[src/include/ecs_consts.vh]
// Constants for the customer-side status and terminal session handler.
`ifndef ECS_CONSTS_VH
`define ECS_CONSTS_VH
`define ECS_ID_STATUS      8'h8d
`define ECS_ID_CONNECT     8'h06
`define ECS_ID_DISCONNECT  8'h07
`define ECS_ID_KEYBOARD    8'h08
`define ECS_ID_CONN_RESP   8'h86
`define ECS_ID_SCREEN      8'h88
`define ECS_CONN_OK        8'h01
`define ECS_CONN_NAK       8'h00
`define ECS_SNR_NA         8'h7f
`define ECS_ATTEN_NA       8'h80
`define ECS_STATUS_LAST    5'h0b
`define ECS_SCREEN_MAX     5'h18
`define ECS_CLK_NS         10
`define ECS_MS_NS          1000000
`define ECS_REG_CTRL       8'h00
`define ECS_REG_MEAS       8'h04
`define ECS_REG_TIMEOUT    8'h08
`define ECS_REG_SCRLEN     8'h0c
`define ECS_REG_SCRDATA    8'h10
`define ECS_REG_STATE      8'h14
`define ECS_REG_CNT8       8'h18
`define ECS_REG_CNTCRC     8'h1c
`define ECS_CTRL_TERM      0
`define ECS_CTRL_NAK       1
`define ECS_CTRL_CLR       2
`define ECS_CTRL_PBOSEL    3
`define ECS_CTRL_FAULT     4
`define ECS_CTRL_PBOEXT    12
`define ECS_LOOP_DEFAULT   2'h1
`endif

[src/hw/ecs_status_terminal.v]
// Customer-side status responder and virtual terminal session handler.
`timescale 1ns/100ps
`include "ecs_consts.vh"
module ecs_status_terminal #(
	parameter PAGE_W    = 6,
	parameter PAGES_W   = 2,
	parameter MS_CYCLES = `ECS_MS_NS / `ECS_CLK_NS
) (
	// Clock and reset
	input  wire        ref_clk,
	input  wire        nrst,
	// AHB-Lite slave
	input  wire        hsel,
	input  wire [31:0] haddr,
	input  wire [1:0]  htrans,
	input  wire        hwrite,
	input  wire [2:0]  hsize,
	input  wire [31:0] hwdata,
	input  wire        hready,
	output reg  [31:0] hrdata,
	output reg         hreadyout,
	output reg         hresp,
	// Line monitor events and conditions
	input  wire        esEvent,
	input  wire        sesEvent,
	input  wire        loswSecEvent,
	input  wire        uasEvent,
	input  wire        crcAnomaly,
	input  wire        hwFault,
	input  wire        spanOpen,
	input  wire        spanShort,
	input  wire        snrAlarm,
	input  wire        attenAlarm,
	input  wire        loswFailure,
	// Status poll from the message layer
	input  wire        statusReq,
	input  wire        statusToCo,
	input  wire [3:0]  statusDest,
	// Received single-octet session messages
	input  wire        rxValid,
	input  wire [7:0]  rxData,
	input  wire [3:0]  rxSrc,
	// Transmit octet stream
	input  wire        txReady,
	output reg         txValid,
	output reg  [7:0]  txData,
	output reg         txLast,
	output reg  [3:0]  txDest,
	// Session state
	output reg         sessionActive
);
	localparam TX_IDLE = 2'h0;
	localparam TX_STAT = 2'h1;
	localparam TX_CONN = 2'h2;
	localparam TX_SCR  = 2'h3;
	localparam AW = PAGE_W + PAGES_W;

	reg  [31:0]        ctrl;
	reg  [17:0]        meas;
	reg  [15:0]        timeoutMs;
	reg  [PAGE_W:0]    pageLen;
	reg  [PAGES_W-1:0] curPage;
	reg  [7:0]         screen [0:(1<<AW)-1];
	reg  [7:0]         cnt8 [0:3];
	reg  [15:0]        crcCnt;
	reg                ovfCo, ovfCu, rstCo, rstCu;
	reg  [3:0]         owner;
	reg  [31:0]        msDiv;
	reg  [15:0]        idleMs;
	reg                statPend, statPendCo;
	reg  [3:0]         statPendDest;
	reg                connPend, connPendOk, connPendNew;
	reg  [3:0]         connPendDest;
	reg  [1:0]         txState;
	reg  [4:0]         idx;
	reg                sendCo, connOk, connNew;
	reg  [7:0]         snapOct11;
	reg  [15:0]        snapCrc;
	reg  [PAGE_W:0]    scrPtr;
	reg                aWrite, aRead;
	reg  [7:0]         aAddr;
	reg  [7:0]         octet;
	reg                octLast;

	// Event pulses in counter order: errored, severely errored, sync-loss, unavailable.
	wire [3:0] evt = {uasEvent, loswSecEvent, sesEvent, esEvent};
	wire [3:0] wrap;
	wire       counterClr = aWrite && aAddr == `ECS_REG_CTRL && hwdata[`ECS_CTRL_CLR];
	wire       anyWrap = (|wrap) || (crcAnomaly && crcCnt == 16'hffff);
	wire       txFree = !txValid || txReady;
	wire       devFault = hwFault || ctrl[`ECS_CTRL_FAULT];
	wire       dcFault = spanOpen || spanShort;
	wire       startStat = txFree && txState == TX_IDLE && !connPend && statPend;
	wire       startConn = txFree && txState == TX_IDLE && connPend;
	wire       msTick = msDiv == MS_CYCLES - 1;
	wire       isConnect = rxValid && rxData == `ECS_ID_CONNECT;
	wire       timedOut = sessionActive && timeoutMs != 16'h0000 && idleMs >= timeoutMs;
	// A page longer than one message is cut into full messages and a shorter tail.
	wire       pageEnd = scrPtr + {{PAGE_W{1'b0}}, 1'b1} >= pageLen;

	// Each modulo counter rolls over silently; the wrap only shows in octet 11.
	genvar i;
	generate
		for (i = 0; i < 4; i = i + 1) begin : gCnt
			assign wrap[i] = evt[i] && cnt8[i] == 8'hff;
			always @(posedge ref_clk or negedge nrst) begin
				if (!nrst)
					cnt8[i] <= 8'h00;
				else if (counterClr)
					cnt8[i] <= 8'h00;
				else if (evt[i])
					cnt8[i] <= cnt8[i] + 8'h01;
			end
		end
	endgenerate

	always @(posedge ref_clk or negedge nrst) begin
		if (!nrst)
			crcCnt <= 16'h0000;
		else if (counterClr)
			crcCnt <= 16'h0000;
		else if (crcAnomaly)
			crcCnt <= crcCnt + 16'h0001;
	end

	// Power-up counts as a counter reset, so both reset flags start set.
	// An event in the cycle of a snapshot wins over that snapshot's clear.
	always @(posedge ref_clk or negedge nrst) begin
		if (!nrst) begin
			ovfCo <= 1'b0;
			ovfCu <= 1'b0;
			rstCo <= 1'b1;
			rstCu <= 1'b1;
		end else begin
			if (anyWrap) begin
				ovfCo <= 1'b1;
				ovfCu <= 1'b1;
			end else if (startStat && statPendCo)
				ovfCo <= 1'b0;
			else if (startStat)
				ovfCu <= 1'b0;
			if (counterClr) begin
				rstCo <= 1'b1;
				rstCu <= 1'b1;
			end else if (startStat && statPendCo)
				rstCo <= 1'b0;
			else if (startStat)
				rstCu <= 1'b0;
		end
	end

	// Register bus: zero wait states, reads are prepared in the address phase.
	// The transfer size is not decoded, so a narrow write still updates the
	// whole word; software must always write complete registers.
	always @(posedge ref_clk or negedge nrst) begin
		if (!nrst) begin
			aWrite    <= 1'b0;
			aRead     <= 1'b0;
			aAddr     <= 8'h00;
			hrdata    <= 32'h00000000;
			hreadyout <= 1'b0;
			hresp     <= 1'b0;
		end else begin
			hreadyout <= 1'b1;
			hresp     <= 1'b0;
			aWrite    <= hsel && hready && htrans[1] && hwrite;
			aRead     <= hsel && hready && htrans[1] && !hwrite;
			aAddr     <= haddr[7:0];
			if (hsel && hready && htrans[1] && !hwrite) begin
				case (haddr[7:0])
				`ECS_REG_CTRL:    hrdata <= ctrl;
				`ECS_REG_MEAS:    hrdata <= {14'h0000, meas};
				`ECS_REG_TIMEOUT: hrdata <= {16'h0000, timeoutMs};
				`ECS_REG_SCRLEN:  hrdata <= {{(31-PAGE_W){1'b0}}, pageLen};
				`ECS_REG_STATE:   hrdata <= {16'h0000, snapOct11, owner,
					{(3-PAGES_W){1'b0}}, curPage, sessionActive};
				`ECS_REG_CNT8:    hrdata <= {cnt8[3], cnt8[2], cnt8[1], cnt8[0]};
				`ECS_REG_CNTCRC:  hrdata <= {16'h0000, crcCnt};
				default:          hrdata <= 32'h00000000;
				endcase
			end
		end
	end

	// Screen store; written only by software, one byte per bus write.
	always @(posedge ref_clk) begin
		if (aWrite && aAddr == `ECS_REG_SCRDATA)
			screen[hwdata[AW+7:8]] <= hwdata[7:0];
	end

	// Software registers and the session owner share this process because a
	// new connection overrides the page that software last selected.
	always @(posedge ref_clk or negedge nrst) begin
		if (!nrst) begin
			ctrl          <= {14'h0000, `ECS_LOOP_DEFAULT, 16'h0001};
			meas          <= 18'h00000;
			timeoutMs     <= 16'h0000;
			pageLen       <= {{PAGE_W{1'b0}}, 1'b1};
			curPage       <= {PAGES_W{1'b0}};
			sessionActive <= 1'b0;
			owner         <= 4'h0;
			connPend      <= 1'b0;
			connPendOk    <= 1'b0;
			connPendNew   <= 1'b0;
			connPendDest  <= 4'h0;
		end else begin
			if (aWrite) begin
				case (aAddr)
				`ECS_REG_CTRL:    ctrl <= hwdata & ~(32'h1 << `ECS_CTRL_CLR);
				`ECS_REG_MEAS:    meas <= hwdata[17:0];
				`ECS_REG_TIMEOUT: timeoutMs <= hwdata[15:0];
				`ECS_REG_SCRLEN: begin
					pageLen <= (hwdata[PAGE_W:0] == {(PAGE_W+1){1'b0}}) ?
						{{PAGE_W{1'b0}}, 1'b1} : hwdata[PAGE_W:0];
					curPage <= hwdata[PAGES_W+15:16];
				end
				default: ;
				endcase
			end
			if (startConn)
				connPend <= 1'b0;
			// A connect that arrives while an earlier answer still waits is dropped
			// rather than queued; the requester repeats it if no answer comes.
			if (isConnect && !connPend) begin
				if (!ctrl[`ECS_CTRL_TERM]) begin
					connPend     <= ctrl[`ECS_CTRL_NAK];
					connPendOk   <= 1'b0;
					connPendNew  <= 1'b0;
					connPendDest <= rxSrc;
				end else if (sessionActive && owner != rxSrc) begin
					connPend     <= 1'b1;
					connPendOk   <= 1'b0;
					connPendNew  <= 1'b0;
					connPendDest <= rxSrc;
				end else begin
					connPend      <= 1'b1;
					connPendOk    <= 1'b1;
					connPendNew   <= !sessionActive;
					connPendDest  <= rxSrc;
					sessionActive <= 1'b1;
					owner         <= rxSrc;
					if (!sessionActive)
						curPage <= {PAGES_W{1'b0}};
				end
			end else if (rxValid && rxData == `ECS_ID_DISCONNECT && owner == rxSrc)
				sessionActive <= 1'b0;
			else if (timedOut)
				sessionActive <= 1'b0;
		end
	end

	// Inactivity timer in milliseconds; any message from the owner restarts it.
	// The divider runs free, so the first counted millisecond may be short and
	// the timeout is exact only to within one millisecond.
	always @(posedge ref_clk or negedge nrst) begin
		if (!nrst) begin
			msDiv  <= 32'h00000000;
			idleMs <= 16'h0000;
		end else begin
			msDiv <= msTick ? 32'h00000000 : msDiv + 32'h00000001;
			if (!sessionActive || (rxValid && rxSrc == owner))
				idleMs <= 16'h0000;
			else if (msTick && idleMs != 16'hffff)
				idleMs <= idleMs + 16'h0001;
		end
	end

	// A poll that arrives while an earlier one waits replaces it.
	always @(posedge ref_clk or negedge nrst) begin
		if (!nrst) begin
			statPend     <= 1'b0;
			statPendCo   <= 1'b0;
			statPendDest <= 4'h0;
		end else if (statusReq) begin
			statPend     <= 1'b1;
			statPendCo   <= statusToCo;
			statPendDest <= statusDest;
		end else if (startStat)
			statPend <= 1'b0;
	end

	always @* begin
		octet   = 8'h00;
		octLast = 1'b0;
		case (txState)
		TX_STAT: begin
			octLast = idx == `ECS_STATUS_LAST;
			case (idx)
			5'h00: octet = `ECS_ID_STATUS;
			5'h01: octet = {1'b0, ctrl[`ECS_CTRL_PBOSEL], devFault, dcFault,
				snrAlarm, attenAlarm, loswFailure, 1'b0};
			5'h02: octet = meas[16] ? meas[7:0] : `ECS_SNR_NA;
			5'h03: octet = meas[17] ? meas[15:8] : `ECS_ATTEN_NA;
			5'h04: octet = cnt8[0];
			5'h05: octet = cnt8[1];
			5'h06: octet = snapCrc[15:8];
			5'h07: octet = snapCrc[7:0];
			5'h08: octet = cnt8[2];
			5'h09: octet = cnt8[3];
			5'h0a: octet = snapOct11;
			5'h0b: octet = {ctrl[`ECS_CTRL_PBOEXT], 5'h00, ctrl[17:16]};
			default: octet = 8'h00;
			endcase
		end
		TX_CONN: begin
			octLast = idx == 5'h01;
			octet   = (idx == 5'h00) ? `ECS_ID_CONN_RESP :
				(connOk ? `ECS_CONN_OK : `ECS_CONN_NAK);
		end
		TX_SCR: begin
			// The cut follows the octet index, never the remainder that shrinks as it goes.
			octLast = idx == `ECS_SCREEN_MAX || (idx != 5'h00 && pageEnd);
			octet   = (idx == 5'h00) ? `ECS_ID_SCREEN :
				screen[{curPage, scrPtr[PAGE_W-1:0]}];
		end
		default: ;
		endcase
	end

	// Octet stream out; a pending connect answer goes ahead of a status poll.
	always @(posedge ref_clk or negedge nrst) begin
		if (!nrst) begin
			txState   <= TX_IDLE;
			idx       <= 5'h00;
			txValid   <= 1'b0;
			txData    <= 8'h00;
			txLast    <= 1'b0;
			txDest    <= 4'h0;
			sendCo    <= 1'b0;
			connOk    <= 1'b0;
			connNew   <= 1'b0;
			snapOct11 <= 8'h00;
			snapCrc   <= 16'h0000;
			scrPtr    <= {(PAGE_W+1){1'b0}};
		end else if (txFree) begin
			if (txState == TX_IDLE) begin
				txValid <= 1'b0;
				txLast  <= 1'b0;
				idx     <= 5'h00;
				if (connPend) begin
					txState <= TX_CONN;
					txDest  <= connPendDest;
					connOk  <= connPendOk;
					connNew <= connPendNew;
				end else if (statPend) begin
					txState   <= TX_STAT;
					txDest    <= statPendDest;
					sendCo    <= statPendCo;
					// Octet 11 and the anomaly count are frozen together so that the
					// clear of the indications and the report describe one instant.
					snapOct11 <= {ovfCo, rstCo, ovfCu, rstCu, ctrl[11:8]};
					snapCrc   <= crcCnt;
				end
			end else begin
				txValid <= 1'b1;
				txData  <= octet;
				txLast  <= octLast;
				idx     <= octLast ? 5'h00 : idx + 5'h01;
				if (txState == TX_SCR && idx != 5'h00)
					scrPtr <= scrPtr + {{PAGE_W{1'b0}}, 1'b1};
				if (octLast) begin
					case (txState)
					TX_CONN: begin
						scrPtr  <= {(PAGE_W+1){1'b0}};
						txState <= connOk ? TX_SCR : TX_IDLE;
					end
					TX_SCR:  txState <= pageEnd ? TX_IDLE : TX_SCR;
					default: txState <= TX_IDLE;
					endcase
				end
			end
		end
	end
endmodule

[config.mk]
export PLATFORM = sky130hd
export DESIGN_NAME = ecs_status_terminal
export DESIGN_NICKNAME = d
export VERILOG_FILES = /design/src/hw/ecs_status_terminal.v
export VERILOG_INCLUDE_DIRS = /design/src /design/src/include
export SDC_FILE = /design/constraint.sdc
export NUM_CORES = 2
export LEC_CHECK = 0
export BUFFER_PORTS_ARGS = -buffer_cell sky130_fd_sc_hd__buf_2
export CORE_UTILIZATION = 25
export CTS_CLUSTER_SIZE = 25
export DETAILED_ROUTE_END_ITERATION = 10
export HOLD_SLACK_MARGIN = 0.05
export SLEW_MARGIN = 30
export SYNTH_ARGS = -nofsm -noshare
export SYNTH_HDL_FRONTEND = slang
export SYNTH_SLANG_ARGS = --single-unit
[constraint.sdc]
create_clock -name ref_clk -period 4.1 [get_ports ref_clk]
set_input_delay 0.82 -clock ref_clk [delete_from_list [all_inputs] [get_ports ref_clk]]
set_output_delay 0.82 -clock ref_clk [all_outputs]
set_load 0.01 [all_outputs]
== After elaboration in Yosys (flattened, before gate mapping) ==
Memory sizes are Yosys's and may differ from the RTL's.
Cells that the tools add are included.
W data, S select, Z words.
Storage, ports and cells
  register bits: 286
  bits in latches: 0
  RAM bits: 2048
  memory bits (read-only): 0
  input port bits: 105
  output and inout port bits: 49
  memories kept: 1
Memories
  screen: depth 256, width 8, rd ports 1, clocked after memory_dff 0, write ports 1, RTL line ecs_status_terminal.v:63  | reg [7:0] screen [0:(1<<AW)-1];
Operators by class
  $add $sub $neg: 9
  $mul: 0
  div/mod/pow operators: 0
  magnitude comparators: 2
  eq/ne operators: 42
  shift operators: 0
  mux-type cells: 65
  bitwise logic cells: 3
  reduce and logical (&&, ||, !) cells: 74
Operator list (count)
  $pmux W32 S7: 1
  $mux W8: 12
  $pmux W8 S12: 1
  $mux W16: 4
  $add A16 B1 Y16 const B: 2
  $add A32 B1 Y32 const B: 1
  $add A8 B1 Y8 const B: 4
  $eq A32 B17 Y1 const B: 1
  $eq A8 B3 Y1 const B: 4
  $eq A8 B4 Y1 const B: 4
  $eq A8 B5 Y1 const B: 4
  $eq A8 B8 Y1 const B: 4
  $mux W32: 1
  $logic_and A1 B1 Y1: 28
  $mux W7: 4
  $reduce_bool A2 Y1: 14
  $mux W2: 12
  $pmux W8 S3: 1
  $mux W1: 23
  $eq A5 B3 Y1 const B: 4
  $eq A5 B4 Y1 const B: 4
  $eq A16 B16 Y1 const B: 1
  $ge A16 B16 Y1: 1
  $logic_not A8 Y1: 2
  30 further kinds: 58

== Logic depth before layout (Yosys ltp) ==
  depth in word-level cells: 8
  gate-level depth with buffers: 14
  gate-level depth less buffers: 10

== Worst setup path after synthesis ==
No wires, ideal clock.
  path kind: reg-to-reg
  start point: register scrPtr[0]
  end point: register idx[4]
  setup time: 0.124 ns
  data arrival time: 3.279 ns
  path slack: 0.697 ns
  stages on the path, launching flop included: 15
  path buffers: 5
  path through: dfrtp_1 -> buf_4 -> buf_4 -> buf_2 -> buf_2 -> buf_2 -> nand2_1 -> xnor2_1 -> ha_1 -> nand2_1 -> o21a_1 -> o21a_1 -> o211ai_1 -> nor3_1 -> a211o_1
Between the ends
  word-level cells in the longest chain between the ends: 7
Ends and longest elaborated chain
  start: declaration: RTL line ecs_status_terminal.v:79  | reg [PAGE_W:0] scrPtr;
  start signal: assignment: RTL line ecs_status_terminal.v:334  | scrPtr <= {(PAGE_W+1){1'b0}};
  start signal: assignment: RTL line ecs_status_terminal.v:360  | scrPtr <= scrPtr + {{PAGE_W{1'b0}}, 1'b1};
  start signal: assignment: RTL line ecs_status_terminal.v:364  | scrPtr <= {(PAGE_W+1){1'b0}};
  $add A7 B1 Y7: RTL line ecs_status_terminal.v:99  | wire pageEnd = scrPtr + {{PAGE_W{1'b0}}, 1'b1} >= pageLen;
  $ge A7 B7 Y1: RTL line ecs_status_terminal.v:99
  $logic_and A1 B1 Y1: RTL line ecs_status_terminal.v:312  | octLast = idx == `ECS_SCREEN_MAX || (idx != 5'h00 && pageEnd);
  $logic_or A1 B1 Y1: RTL line ecs_status_terminal.v:312
  $pmux W1 S3: RTL line ecs_status_terminal.v:285  | case (txState)
  $mux W5: RTL line ecs_status_terminal.v:358  | idx <= octLast ? 5'h00 : idx + 5'h01;
  $mux W5: RTL line ecs_status_terminal.v:336  | if (txState == TX_IDLE) begin
  end signal: assignment: RTL line ecs_status_terminal.v:358
  end: declaration: RTL line ecs_status_terminal.v:75  | reg [4:0] idx;
No other way between the ends.
A chain may end at the register's enable or synchronous reset.

== Final worst setup path ==
  start point: register scrPtr[0]
  end point: register txData[3]
Between the ends
  word-level cells in the longest chain between the ends: 3
Ends and longest elaborated chain
  $mem_v2 Z256 W8
  $mux W8: RTL line ecs_status_terminal.v:313  | octet = (idx == 5'h00) ? `ECS_ID_SCREEN :
  $pmux W8 S3: RTL line ecs_status_terminal.v:285
  end signal: assignment: RTL line ecs_status_terminal.v:356  | txData <= octet;
  end: declaration: RTL line ecs_status_terminal.v:46  | output reg [7:0] txData,
No other way between the ends.

==> flow_summary.yaml <==
outcome:
  outcome: "completed"
logic_synthesis:
  synth.net_count: 5413
  postSynthCellCount: 5273
  synthDominantAreaCellType: "edfxtp_1"
  ys.warnings.count: 0
  synth_top_cells_by_area: "edfxtp_1 (66%), mux4_2 (9.1%), dfrtp_1 (7.5%)"
  synth.yosys.seq_area_share: 0.736
  ys_types: 78
  netlist_area_um2: 93300
  synth_enable_flop_cells: 2048
  primary_flip_flop_cell_chosen_by_synthesis_mapping: "edfxtp_1"
  ys_seq_elements: 2334
  avgSynthCellArea_um2: 17.7
  synth_common_cells: "edfxtp_1 (2048), nor2_1 (430), mux4_2 (375)"
  yosys.cell_count.top_type: "edfxtp_1"
  asyncSetResetFlopFracSynth: 0.123
  post-synth-top-area-fraction: 0.659
route:
  remaining_drc_errors: 0
  wl_per_cell_um: 24.4
  detail_route.vias_per_cell: 4.87
  route.final.wire_length_um: 266000
  vias: 53000
  initialDrtViolationCount: 6483
  firstDrtPassIters: 6
  antenna_left: 0
clock_tree:
  root_buffer: "clkbuf_16"
  clkLatencyLatePin_ps: 890
  clk_path_buf_depth: 3
  cts.repair.resized: 0
  cts_tree: "yes"
  cts.hold.buffers_added: 5
  cts.clk_slew.worst_paths_ps: 70
  postCtsSetupBuffers: 0
  cts_htree_levels: 4
  clkSinkCount: 2334
  numCtsBuffers: 229
power_and_ir_drop:
  p_int_w: 0.0423
  combinationalPowerShare: 0.160
  switching_power_w: 0.0149
  seqPwrFrac: 0.470
  swShare: 0.261
  pwr_density_cell_nw_per_um2: 518
  leakage_power_nw: 35.9
  vdd.ir_drop.worst_uv: 405
  post-layout-total-power_w: 0.0572
  clock_power_share: 0.370
timing:
  setup_ws_ps: 271
  setup_viol: 0
  relSlewSlack: 0.340
  clock.fmax_ghz: 0.261
  final_max_slew_viol_count: 0
  grt_setup_unrepaired: "no"
  setup-tns-final_ps: 0
  clock-skew-final_ps: 87.4
  final_period_minus_worst_setup_slack_ps: 3830
  final_min_period_over_clock_period: 0.934
  actual_transition_at_the_worst_max_transition_pin_ps: 965
  hold_violations: 0
die:
  die_h_um: 613
  die_width_um: 613
  core.rowCount: 223
  floorplan.initialDensity: 0.252
  ioPinCount: 154
  fp.dieArea_um2: 376000
  coreArea_um2: 370000
grt:
  grt_pass1_wl_um: 379000
  grt_remaining_overflow: 0
  grt_pass1_vias: 51700
  globalRouteTotalUtil: 0.138
  grt_start_max_net_pins: 149
  grt_antenna_before_repair: 10
place:
  dp_slack_ps: 291
  gp_routability_congestion: 0.883
  post_dp_cell_area_um2: 103000
  dp_hpwl_um: 170000
  port-buffer-count: 124
critical_path:
  worst_setup_path_startpoint: "scrPtr[0]"
  critical_path_cell_count: 9
  critPathRequiredTime_ps: 4800
  crit_arrival_ps: 4530
  slowest_stage: "dfrtp_4"
  rrSetupSlack_ps: 270
  reg2reg_depth: 9
  critical_path_class: "reg2reg"
  timing.critical_path.max_delay_family: "compound AO/OA/AOI/OAI gates"
  critical_path.endpoint_type: "register"
  cp_common_cell: "buf_12"
  timing.critical_path.buf_inv: 3
  critical_path_peak_fanout: 42
  path_cells: "buf_12 -> buf_12 -> mux4_2 -> a22o_1 -> a221oi_1 -> nor3_1 -> buf_4 -> nor4_1 -> a41oi_1"
  critical-path-max-stage-delay_ps: 750
  crit-reg2reg-launch: "scrPtr[0]"
  critPathLaunchType: "register"
layout:
  post_route_cells_drive_above_1_share: 0.232
  areaGrowthSynthToFinish_pct: 18.2
  nNetsFinal: 5881
  design_area_um2: 110000
worst_hold_path:
  hold_depth: 1
  worst_hold_path_type: "in2reg"
  hp-start: "haddr[0]"
run:
  maxCapViolations: 0
## power by group through the flow
| stage | registers (W) | clock network, W | logic (W) |
|---|---|---|---|
| floorplan | 0.0270 | 0 | 0.00602 |
| global placement | 0.0273 | 0 | 0.00907 |
| detailed placement | 0.0273 | 0 | 0.00917 |
| CTS | 0.0268 | 0.0215 | 0.00920 |
| global route | 0.0269 | 0.0223 | 0.00969 |
| finish | 0.0269 | 0.0212 | 0.00916 |
## worst paths after layout
check	to
min in group asynchronous	hreadyout
max reg2reg	txData[3]
min reg2reg	msDiv[31]
min	aAddr[0]
max	txData[3]
max in group asynchronous	snapOct11[5]
## flip-flops by register name, summed over array words and instances (netlist names), 5 cells and up
signal and cells:
aAddr 8, cnt8 32, crcCnt 16, ctrl 31
hrdata 32, idleMs 16, idx 5, meas 18
msDiv 32, pageLen 7, scrPtr 7, screen 2048
snapCrc 16, snapOct11 8, timeoutMs 16, txData 8
## through the flow
step | hold slack, ps | std cells | utilization
after global routing | 74.8 | 10900 | 0.298
after CTS | 62.3 | 10900 | 0.298
after floorplan | 442 | 5273 | -
after detailed placement | 464 | 10500 | 0.277
after global placement | 457 | 10500 | 0.277
final | 119 | 10900 | 0.298
## area by class of cell
cell class | instances | area [um^2]
flip-flops and latches | 2334 | 68700
multi-input cells | 2597 | 23300
inverters | 43 | 166
repair buffers | 536 | 4380
clock inverters | 144 | 1580
well taps | 4950 | 6190
fillers | 36000 | 260000
diodes | 4 | 10.0
clock buffers | 279 | 6000
## routing by layer
metal,track usage,up-vias,part of all wire
met1,0.190,27900,0.42
li1,-,22100,-
met3,0.0278,451,0.090
met2,0.217,2520,0.46
met5,0,-,0.00024
met4,0.0445,10,0.033
## cell families (layout without fill, tap and decap cells)
kind of cell	count (synthesis)	count (layout)	share of synthesized area
other	2	6	0.0000805
adder cells (fa/ha/maj)	35	35	0.00469
flip-flops	2334	2334	0.736
multiplexers	790	790	0.136
buffers and inverters	342	1002	0.0160
AO/OA/AOI/OAI	710	710	0.0523
AND/OR/NAND/NOR	968	968	0.0462
XOR/XNOR	92	92	0.00863
## cell usage in the layout (no fill, tap or decap), types with 115 or more instances in the layout
cell type,instances
buf_2,115
o21ai_0,121
clkbuf_16,230
mux4_2,375
a22oi_1,136
dfrtp_1,276
edfxtp_1,2048
nor2_1,427
mux2i_1,321
nand2_1,246
buf_4,362
a21oi_1,118
Note: power is estimated with default switching activity, not from simulation.
